<file path="src/include/sdram_mux_pkg.sv">
// constants and types for the synchronous dram address multiplexer
//
// Summary of operation
// 12row/8col: row shifts by 8, column same-numbered
// 12row/8col: bits 22,23 on pins 14,15
// 12row/9col: row shifts by 9, column same-numbered
// 12row/9col: bits 23,24 on pins 14,15
// column cycle: pin 12 carries precharge level
// 8-column setting suits 1M x 4-bank parts
// 9-column setting suits 2M x 4-bank parts
// pins 18 to 25 always pass through
// mapping only for area type 100
// bus width field 11 selects 32 bits
// row with activate, column with read/write
package sdram_mux_pkg;

	localparam int ADDR_W = 26;
	localparam int MUX_PINS = 18;
	localparam int PIN_AP = 12;
	localparam int PIN_BANK0 = 14;
	localparam int PIN_BANK1 = 15;
	localparam int ROW_SHIFT_COL8 = 8;
	localparam int ROW_SHIFT_COL9 = 9;
	localparam int BANK_LO_COL8 = 22;
	localparam int BANK_LO_COL9 = 23;

	localparam logic [2:0] TYPE_SDRAM = 3'h4;
	localparam logic [1:0] BUS_W32 = 2'h3;
	localparam logic [1:0] ROW_12 = 2'h1;
	localparam logic [1:0] COL_8 = 2'h0;
	localparam logic [1:0] COL_9 = 2'h1;

	// register byte offsets
	localparam logic [7:0] OFS_AREA2_CFG = 8'h00;
	localparam logic [7:0] OFS_AREA3_CFG = 8'h04;
	localparam logic [7:0] OFS_DRAM_CTRL = 8'h08;
	localparam logic [7:0] OFS_STATUS = 8'h0C;

	// field positions
	localparam int TYPE_LSB = 0;
	localparam int BUS_W_LSB = 4;
	localparam int AREA3_CTRL_LSB = 8;
	localparam int ROW_LSB = 0;
	localparam int COL_LSB = 2;
	localparam int ST_VALID = 0;
	localparam int ST_COLUMN = 1;
	localparam int ST_ERROR = 2;

	localparam logic [31:0] CFG_MASK = 32'h0000_0037;
	localparam logic [31:0] CTRL_MASK = 32'h0000_0F0F;
	localparam logic [31:0] CFG_RESET = 32'h0000_0030;
	localparam logic [31:0] CTRL_RESET = 32'h0000_0101;

	typedef enum logic {CYCLE_ROW, CYCLE_COLUMN} cycle_t;

endpackage

</file>
<file path="src/design/sdram_address_mux.sv">
// sdram address multiplexer with apb configuration registers
//
// Local design decisions: register access over APB and the register offsets.
`timescale 1ns/10ps
module sdram_address_mux (
	input wire logic clk_sys,
	input wire logic reset_n,
	input wire logic psel,
	input wire logic penable,
	input wire logic pwrite,
	input wire logic [7:0] paddr,
	input wire logic [31:0] pwdata,
	output logic [31:0] prdata,
	output logic pready,
	output logic pslverr,
	input wire logic cmd_valid,
	input wire logic cmd_column,
	input wire logic cmd_area3,
	input wire logic cmd_auto_precharge,
	input wire logic [sdram_mux_pkg::ADDR_W-1:0] cmd_addr,
	output logic [sdram_mux_pkg::ADDR_W-1:0] ext_addr,
	output logic map_valid,
	output logic map_column,
	output logic map_error
);

	// ----------------------------------------------------------------
	// field decoding
	// ----------------------------------------------------------------
	function automatic logic [2:0] area_type(input logic [31:0] cfg);
		return cfg[sdram_mux_pkg::TYPE_LSB +: 3];
	endfunction

	function automatic logic [1:0] bus_width(input logic [31:0] cfg);
		return cfg[sdram_mux_pkg::BUS_W_LSB +: 2];
	endfunction

	function automatic logic [3:0] area_ctrl(input logic [31:0] ctrl, input logic a3);
		return a3 ? ctrl[sdram_mux_pkg::AREA3_CTRL_LSB +: 4] : ctrl[sdram_mux_pkg::ROW_LSB +: 4];
	endfunction

	logic [31:0] area_bus_config_reg [2];
	logic [31:0] dram_control_reg;
	logic [31:0] next_cfg2, next_cfg3, next_ctrl, next_prdata;
	logic next_pready, next_pslverr;
	logic [sdram_mux_pkg::ADDR_W-1:0] next_ext_addr, mapped;
	logic next_map_valid, next_map_column, next_map_error;
	logic [31:0] sel_cfg;
	logic [3:0] sel_ctrl;
	logic [1:0] row_bits_field, column_bits_field, bus_width_field;
	logic sel_sdram, sel_col9, sel_ok;
	logic bus_setup;
	sdram_mux_pkg::cycle_t cycle;

	// ----------------------------------------------------------------
	// apb register file
	// ----------------------------------------------------------------
	assign bus_setup = psel && !penable;

	always_comb begin
		next_cfg2 = area_bus_config_reg[0];
		next_cfg3 = area_bus_config_reg[1];
		next_ctrl = dram_control_reg;
		next_prdata = 32'h0000_0000;
		next_pslverr = 1'b0;
		next_pready = bus_setup;
		if (bus_setup) begin
			case (paddr)
				sdram_mux_pkg::OFS_AREA2_CFG: begin
					next_prdata = area_bus_config_reg[0];
				end
				sdram_mux_pkg::OFS_AREA3_CFG: begin
					next_prdata = area_bus_config_reg[1];
				end
				sdram_mux_pkg::OFS_DRAM_CTRL: begin
					next_prdata = dram_control_reg;
				end
				sdram_mux_pkg::OFS_STATUS: begin
					next_prdata[sdram_mux_pkg::ST_VALID] = map_valid;
					next_prdata[sdram_mux_pkg::ST_COLUMN] = map_column;
					next_prdata[sdram_mux_pkg::ST_ERROR] = map_error;
				end
				default: begin
					next_pslverr = 1'b1;
				end
			endcase
		end
		// write lands at the completing access edge
		if (psel && penable && pready && pwrite && !pslverr) begin
			case (paddr)
				sdram_mux_pkg::OFS_AREA2_CFG: begin
					next_cfg2 = pwdata & sdram_mux_pkg::CFG_MASK;
				end
				sdram_mux_pkg::OFS_AREA3_CFG: begin
					next_cfg3 = pwdata & sdram_mux_pkg::CFG_MASK;
				end
				sdram_mux_pkg::OFS_DRAM_CTRL: begin
					next_ctrl = pwdata & sdram_mux_pkg::CTRL_MASK;
				end
				default: begin
				end
			endcase
		end
	end

	always_ff @(posedge clk_sys) begin
		if (!reset_n) begin
			area_bus_config_reg[0] <= sdram_mux_pkg::CFG_RESET;
			area_bus_config_reg[1] <= sdram_mux_pkg::CFG_RESET;
			dram_control_reg <= sdram_mux_pkg::CTRL_RESET;
			prdata <= 32'h0000_0000;
			pready <= 1'b0;
			pslverr <= 1'b0;
		end else begin
			area_bus_config_reg[0] <= next_cfg2;
			area_bus_config_reg[1] <= next_cfg3;
			dram_control_reg <= next_ctrl;
			prdata <= next_prdata;
			pready <= next_pready;
			pslverr <= next_pslverr;
		end
	end

	// ----------------------------------------------------------------
	// setting check and address mapping
	// ----------------------------------------------------------------
	assign sel_cfg = cmd_area3 ? area_bus_config_reg[1] : area_bus_config_reg[0];
	assign sel_ctrl = area_ctrl(dram_control_reg, cmd_area3);
	assign bus_width_field = bus_width(sel_cfg);
	assign row_bits_field = sel_ctrl[sdram_mux_pkg::ROW_LSB +: 2];
	assign column_bits_field = sel_ctrl[sdram_mux_pkg::COL_LSB +: 2];
	assign sel_sdram = area_type(sel_cfg) == sdram_mux_pkg::TYPE_SDRAM;
	assign sel_col9 = column_bits_field == sdram_mux_pkg::COL_9;
	assign sel_ok = sel_sdram && bus_width_field == sdram_mux_pkg::BUS_W32
		&& row_bits_field == sdram_mux_pkg::ROW_12
		&& (sel_col9 || column_bits_field == sdram_mux_pkg::COL_8);
	assign cycle = cmd_column ? sdram_mux_pkg::CYCLE_COLUMN : sdram_mux_pkg::CYCLE_ROW;

	sdram_addr_mapper u_mapper (
		.col9(sel_col9),
		.column_cycle(cmd_column),
		.precharge_level(cmd_auto_precharge),
		.addr(cmd_addr),
		.mapped(mapped)
	);

	always_comb begin
		next_ext_addr = ext_addr;
		next_map_valid = 1'b0;
		next_map_column = map_column;
		next_map_error = 1'b0;
		if (cmd_valid) begin
			next_map_error = !sel_ok;
			if (sel_ok) begin
				next_ext_addr = mapped;
				next_map_valid = 1'b1;
				case (cycle)
					sdram_mux_pkg::CYCLE_ROW: next_map_column = 1'b0;
					sdram_mux_pkg::CYCLE_COLUMN: next_map_column = 1'b1;
					default: next_map_column = 1'b0;
				endcase
			end
		end
	end

	always_ff @(posedge clk_sys) begin
		if (!reset_n) begin
			ext_addr <= '0;
			map_valid <= 1'b0;
			map_column <= 1'b0;
			map_error <= 1'b0;
		end else begin
			ext_addr <= next_ext_addr;
			map_valid <= next_map_valid;
			map_column <= next_map_column;
			map_error <= next_map_error;
		end
	end
endmodule

</file>
<file path="src/design/sdram_addr_mapper.sv">
// combinational row/column address mapping for the 32-bit, 12-row settings
`timescale 1ns/10ps
module sdram_addr_mapper (
	input wire logic col9,
	input wire logic column_cycle,
	input wire logic precharge_level,
	input wire logic [sdram_mux_pkg::ADDR_W-1:0] addr,
	output logic [sdram_mux_pkg::ADDR_W-1:0] mapped
);

	logic [sdram_mux_pkg::ADDR_W+8:0] wide;
	logic [sdram_mux_pkg::ADDR_W-1:0] row_map;
	logic [1:0] bank;

	assign wide = {9'h000, addr};
	assign bank = col9 ? addr[sdram_mux_pkg::BANK_LO_COL9 +: 2] :
		addr[sdram_mux_pkg::BANK_LO_COL8 +: 2];

	genvar i;
	generate
		for (i = 0; i < sdram_mux_pkg::MUX_PINS; i++) begin : g_row
			assign row_map[i] = col9 ? wide[i + sdram_mux_pkg::ROW_SHIFT_COL9] :
				wide[i + sdram_mux_pkg::ROW_SHIFT_COL8];
		end
	endgenerate
	assign row_map[sdram_mux_pkg::ADDR_W-1:sdram_mux_pkg::MUX_PINS] =
		addr[sdram_mux_pkg::ADDR_W-1:sdram_mux_pkg::MUX_PINS];

	always_comb begin
		if (column_cycle) begin
			mapped = addr;
			mapped[sdram_mux_pkg::PIN_AP] = precharge_level;
		end else begin
			mapped = row_map;
		end
		mapped[sdram_mux_pkg::PIN_BANK1:sdram_mux_pkg::PIN_BANK0] = bank;
	end

endmodule

</file>
<file path="config.mk">
export PLATFORM = sky130hd
export DESIGN_NAME = sdram_address_mux
export DESIGN_NICKNAME = d
export VERILOG_FILES = /design/src/include/sdram_mux_pkg.sv /design/src/design/sdram_address_mux.sv /design/src/design/sdram_addr_mapper.sv
export SDC_FILE = /design/constraint.sdc
export NUM_CORES = 1
export LEC_CHECK = 0
export BUFFER_PORTS_ARGS = -buffer_cell sky130_fd_sc_hd__buf_2
export CORE_ASPECT_RATIO = 1.5
export CORE_MARGIN = 10
export CORE_UTILIZATION = 40
export CTS_CLUSTER_SIZE = 20
export DETAILED_ROUTE_END_ITERATION = 10
export PLACE_DENSITY_LB_ADDON = 0.3
export SYNTH_ARGS = -nofsm -noshare
export SYNTH_HDL_FRONTEND = slang
export SYNTH_HIERARCHICAL = 1
export SYNTH_SLANG_ARGS = --single-unit
export TNS_END_PERCENT = 100
</file>
<file path="constraint.sdc">
create_clock -name clk_sys -period 2.05 [get_ports clk_sys]
set_clock_uncertainty 0.2 [all_clocks]
set_input_delay 0.205 -clock clk_sys [delete_from_list [all_inputs] [get_ports clk_sys]]
set_output_delay 0.205 -clock clk_sys [all_outputs]
set_load 0.02 [all_outputs]
</file>
* After elaboration in Yosys (flattened, before gate mapping)
Memory sizes are Yosys's and may differ from the RTL's.
Index checks and enable logic that the tools add are counted.
** Storage, ports and cells
- Register bits after elaboration :: 71
- Memory bits (writable) :: 64
- Input port bits :: 75
- Output and inout port bits :: 63
- Logic and storage cells :: 74
- Memories kept :: 1
** Operators by class
- Equality and inequality tests :: 7
- Muxes and demuxes :: 36
- Bitwise logic cells :: 3
- Reductions and logical operators :: 19
** Memories
- area_bus_config_reg :: depth 2, width 32, read ports 2, clocked after Yosys merged registers in 0, wr ports 2, line sdram_address_mux.sv:42 : logic [31:0] area_bus_config_reg [2];
** Operators with widths (number)
- $mux W32 :: 6
- $pmux W29 S3 :: 1
- $mux W1 :: 23
- $mux W18 :: 1
- $eq A8 B4 Y1 const B :: 2
- $pmux W3 S4 :: 1
- $eq A8 B3 Y1 const B :: 1
- $logic_and A1 B1 Y1 :: 8
- $logic_not A8 Y1 :: 1
- $reduce_and A2 Y1 :: 4
- $mux W6 :: 1
- $eq A2 B1 Y1 const B :: 2
- $mux W4 :: 1
- $reduce_or A4 Y1 :: 1
- $eq A3 B3 Y1 const B :: 1
- $logic_not A1 Y1 :: 3
- $eq A2 B2 Y1 const B :: 1
- $logic_not A2 Y1 :: 1
- $mux W2 :: 1
- $or A1 B1 Y1 :: 2
- $pmux W1 S2 :: 1
- $logic_or A1 B1 Y1 :: 1
- $not A1 Y1 :: 1

* Depth between registers and ports, before layout
An unclocked memory read counts as a cell.
- Depth in word-level cells :: 7
- Gate-level depth with buffers :: 8

* Modules after synthesis
The synthesis kept the hierarchy.
** By module, submodules not included
- sdram_address_mux :: instances 1, cells an instance 271, area each 2557.5 µm²
- sdram_addr_mapper :: instances 1, cells an instance 62, area each 421.7 µm²

* Worst setup path before layout
Ideal clock, no wire load.
- Path kind :: in2reg
- Start point :: input paddr[7]
- End point :: register dram_control_reg[10]
- Setup time :: 0.072 ns
- Arrival :: 1.476 ns
- Data required time :: 1.778 ns
- Path slack :: 0.302 ns
- Stages :: 5
- Cell sequence :: or4_4 > nor4_4 > and3_1 > buf_6 > mux2i_1
** Between the ends
- Word-level cells in the longest chain between the ends :: 2
** Ends and longest elaborated chain
- start: declaration :: line sdram_address_mux.sv:11 : input wire logic [7:0] paddr,
- $eq A8 B4 Y1 :: line sdram_address_mux.sv:90 : case (paddr)
- $reduce_and A2 Y1 (no source line)
- end signal: assignment :: line sdram_address_mux.sv:110 : dram_control_reg <= sdram_mux_pkg::CTRL_RESET;
- end signal: assignment :: line sdram_address_mux.sv:117 : dram_control_reg <= next_ctrl;
- end: declaration :: line sdram_address_mux.sv:43 : logic [31:0] dram_control_reg;
No other way between the ends.
A chain may end at the register's enable or synchronous reset.

==> flow_results.org <==
** Outcome
- Run status :: finished, final reports clean

** Placement
- Detailed placement ended at an HPWL of 5920 µm.
- Placed Area :: 3370 µm²
- Routability Congestion :: 0.809
- In this run the tool buffered the top-level ports with 93 buffer cells.

** Drt
- Summed over all layers, the routed wires come to a little over 8000 µm.
- The first detailed-routing pass ran for 4 iterations.
- Number of vias per cell after detailed routing :: 4.80
- Number of DRC markers after the initial detailed-route iteration :: 72
- Dividing the detail-routed wire length by the instance count gives approximately 15 µm.
- Remaining DRCs :: 0
- The detail route stage leaves a number of antenna-violating nets equal to 0.
- Overall via count from detail_route :: 2,582

** STA
- Tightest Pin Transition :: about 0.75 ns
- Final worst path period need :: 1.93 ns
- Upper clock frequency limit :: 518 MHz
- Setup repair after global routing missed its margin :: false
- Of the available clock period, the critical path in the final layout requires 94.1%.
- Hold Violations, Final :: 0
- The worst pin sits at a relative slew slack of around half.
- Total Negative Setup Slacks :: 0 ns
- Setup violations remaining at the end of the flow were counted as 0.
- Number of pins exceeding their max-slew limit in the final report :: 0
- Hold Slack :: around 0.011 ns

** Setup path
- Type of the worst setup path :: register to register
- Slowest stage cell, crit path :: sky130_fd_sc_hd__dfxtp_1
- Cell-by-cell listing of the critical path :: nor4b_2 -> nand4_1 -> a21oi_4 -> buf_12 -> mux2i_1
- Critical Path Max Stage Delay :: 0.34 ns
- In this run the worst path has a maximum fanout of 28.
- CP startpoint kind :: register
- Worst EP required :: about 2.1 ns
- For the worst setup path, the data arrival time is 1.99 ns.
- Endpoint of the most critical register-to-register path :: ext_addr[13]
- Reg2Reg Launch Point :: area_bus_config_reg[0][0]
- Setup crit end kind :: register
- Cell depth of the worst setup path :: 5
- Worst-case register-to-register setup slack :: 0.12 ns
- Worst Reg2Reg Path Length in Cells :: 5
- CP Buf/Inv Count :: 1
- Grouping stages by cell kind, the critical path spends the most delay in simple AND/OR/NAND/NOR gates.

** Synth
- Most used flip-flop cell after synthesis :: sky130_fd_sc_hd__dfxtp_1
- Fraction of registers with async set/reset :: 0%
- Counting distinct cell types in the post-synthesis netlist gives 32.
- Top cell type's share of synthesized area :: about two fifths
- Warning count from the yosys run :: 6
- Average cell area after synthesis :: 8.95 µm²
- Synthesis produced 333 cells.
- Cell types with the highest counts after synthesis :: 92 x sky130_fd_sc_hd__nand2_1, 62 x sky130_fd_sc_hd__mux2i_1, 59 x sky130_fd_sc_hd__dfxtp_1
- Combined area of all synthesized cells :: ~3000 µm²
- sky130_fd_sc_hd__nand2_1 is the most common cell in the netlist.
- Register bit count reported by yosys :: 59
- After synthesis, the cell types taking the most area are sky130_fd_sc_hd__dfxtp_1 40%, sky130_fd_sc_hd__mux2i_1 21%, sky130_fd_sc_hd__nand2_1 12%.
- Summing the sequential cell areas from Yosys gives 39.6% of the chip area.
- Cell type contributing the most total cell area after synthesis :: sky130_fd_sc_hd__dfxtp_1
- Counting flops with a built-in enable in the synthesized netlist gives 0.

** Global routing
- Global routing consumed, over all layers together, 14.2% of the routing resources.
- Number of global-route vias before repair :: 2,769
- First-pass GRT wire length :: 13,400 µm
- The initial antenna violation count came to 1.
- For this run the aggregate overflow at the end of global routing stands at 0.
- Maximum number of pins on one net before global-route repair :: 80

** Worst hold path
- Worst min-delay path class :: input pin to register
- The worst hold path passes through 5 cells.
- Min-Delay Endpoint :: ext_addr[6]
- The worst hold path begins at cmd_addr[6].

** Die
- Site Rows :: 38
- Die footprint :: between 10,000 and 15,000 µm²
- The core region is 7230 µm².
- Die Y :: 126 µm
- For this design the top-level I/O count stands at 138.
- Die outline width :: 90.5 µm
- Initial standard-cell utilization of the core :: 41.2%

** CTS
- The clock passes through at most 2 buffers.
- CTS tree :: yes
- Buffer cell driving the clock tree root :: sky130_fd_sc_hd__clkbuf_8
- Sink count of the clock tree :: slightly below 60
- The H-tree generated during clock tree synthesis spans 3 levels.
- Clock slew at reported path FFs :: 0.07 ns
- Clk_lat worst skew :: 0.34 ns
- CTS buffer count :: 9

** Cells and area
- After routing the design area is 3760 µm².
- Post-Route Utilization :: between 50% and 60%
- Diodes inserted :: 0
- The net count of the finished layout is 509.
- Flip-flop count of the largest register after layout :: 26
- The post-route netlist has 28.8% of its cells at a drive strength greater than 1.
- Compared with the post-synthesis result, the final layout area differs by 26.3%.

** Power
- The worst-case IR drop observed on VDD is between 0.3 and 0.4 mV.
- Leakage component of the power :: between 1.5 and 2 nW
- Portion of total power attributed to combinational logic :: 10.7%
- Fraction of power consumed by the clock network :: ~40%
- Net switching share of the total power :: between 20% and 30%
- The analysis attributes to net switching a power of roughly 0.00061 W.
- Cell Int Power :: 0.00171 W
- Sequential fraction of design power :: 49.7%
- Power spread over the standard cell area amounts to 615 nW/µm².

** Run
- The tool flagged a number of max-cap violations equal to 0.
## cells in the final DEF (no fill, tap or decap), drive strengths merged
cell         count
nor4             1
a311oi           2
clkinv           3
nand2           93
mux2i           62
nor4b            1
clkinvlp         2
and3             6
mux4             3
a22o             1
nor3             4
dfxtp           59
dlygate4sd3     21
mux2             2
a31oi            2
nor2             6
nand4            3
or4              1
buf             99
nor3b            1
clkbuf          10
nor2b            6
nor4bb           1
a21oi            2
o21ai           15
and2             6
conb            22
nand3            1
inv              3
## metal layers
metal | vias to the layer above | track usage [%] | part of all wire, %
li1 | 1262 | - | -
met1 | 1185 | 15.0 | 39
met2 | 114 | 23.8 | 51
met3 | 19 | 6.12 | 8.6
met4 | 2 | 6.86 | 2.2
met5 | - | 0 | 0.16
## worst max path at each step
stage                                    from                    endpoint  slack [ns]
floorplan                            paddr[7]        dram_control_reg[10]        0.30
global placement                     paddr[7]         dram_control_reg[9]        0.13
detailed placement                   paddr[7]  area_bus_config_reg[0][36]         0.1
CTS                 area_bus_config_reg[0][0]                 ext_addr[2]        0.09
global route        area_bus_config_reg[0][0]                ext_addr[22]        0.04
finish              area_bus_config_reg[0][0]                ext_addr[13]        0.12
## power by group through the flow
stage               Clock (W)  Sequential (W)  Combinational [W]
finish               0.000918         0.00115           0.000248
global route          0.00100         0.00115           0.000277
CTS                  0.000949         0.00115           0.000244
detailed placement          0         0.00118           0.000213
global placement            0         0.00118           0.000210
floorplan                   0         0.00118           0.000170
## logic make-up after synthesis
kind of cell,count (synthesis),share of synthesized area (%)
compound gates,22,4.16
other cells,1,0.126
mux,67,23.9
buf+inv,54,12.3
simple gates,130,19.9
flops,59,39.6
## timing repair
item                                    4_1_cts  5_1_grt
resized for setup                             0        1
setup buffers                                 0        1
hold buffers                                 21        0
endpoints found under the setup margin        0       15
endpoints found under the hold margin        30        0
## stage by stage
stage	cells	setup WS [ns]	power (W)
2_1_floorplan	354	0.302	0.00135
3_3_place_gp	501	0.131	0.00139
3_5_place_dp	501	0.0971	0.00139
4_1_cts	537	0.0923	0.00234
5_1_grt	538	0.0443	0.00243
6_report	538	0.121	0.00232
## worst reg2reg max path, stage by stage (launching register included)
cell	delay, ns
sky130_fd_sc_hd__dfxtp_1	0.34
sky130_fd_sc_hd__nor4b_2	0.34
sky130_fd_sc_hd__nand4_1	0.27
sky130_fd_sc_hd__a21oi_4	0.25
sky130_fd_sc_hd__buf_12	0.24
sky130_fd_sc_hd__mux2i_1	0.22
## cell type report
cell class | count | area (µm²)
clock inverter | 5 | 30.0
multi-input combinational | 241 | 1530
sequential | 59 | 1180
tap | 100 | 125
inverter | 3 | 11.3
clock buffer | 10 | 138
timing repair buffer | 120 | 746
fill | 708 | 3460
No activity file was read; power rests on OpenSTA's default activity.
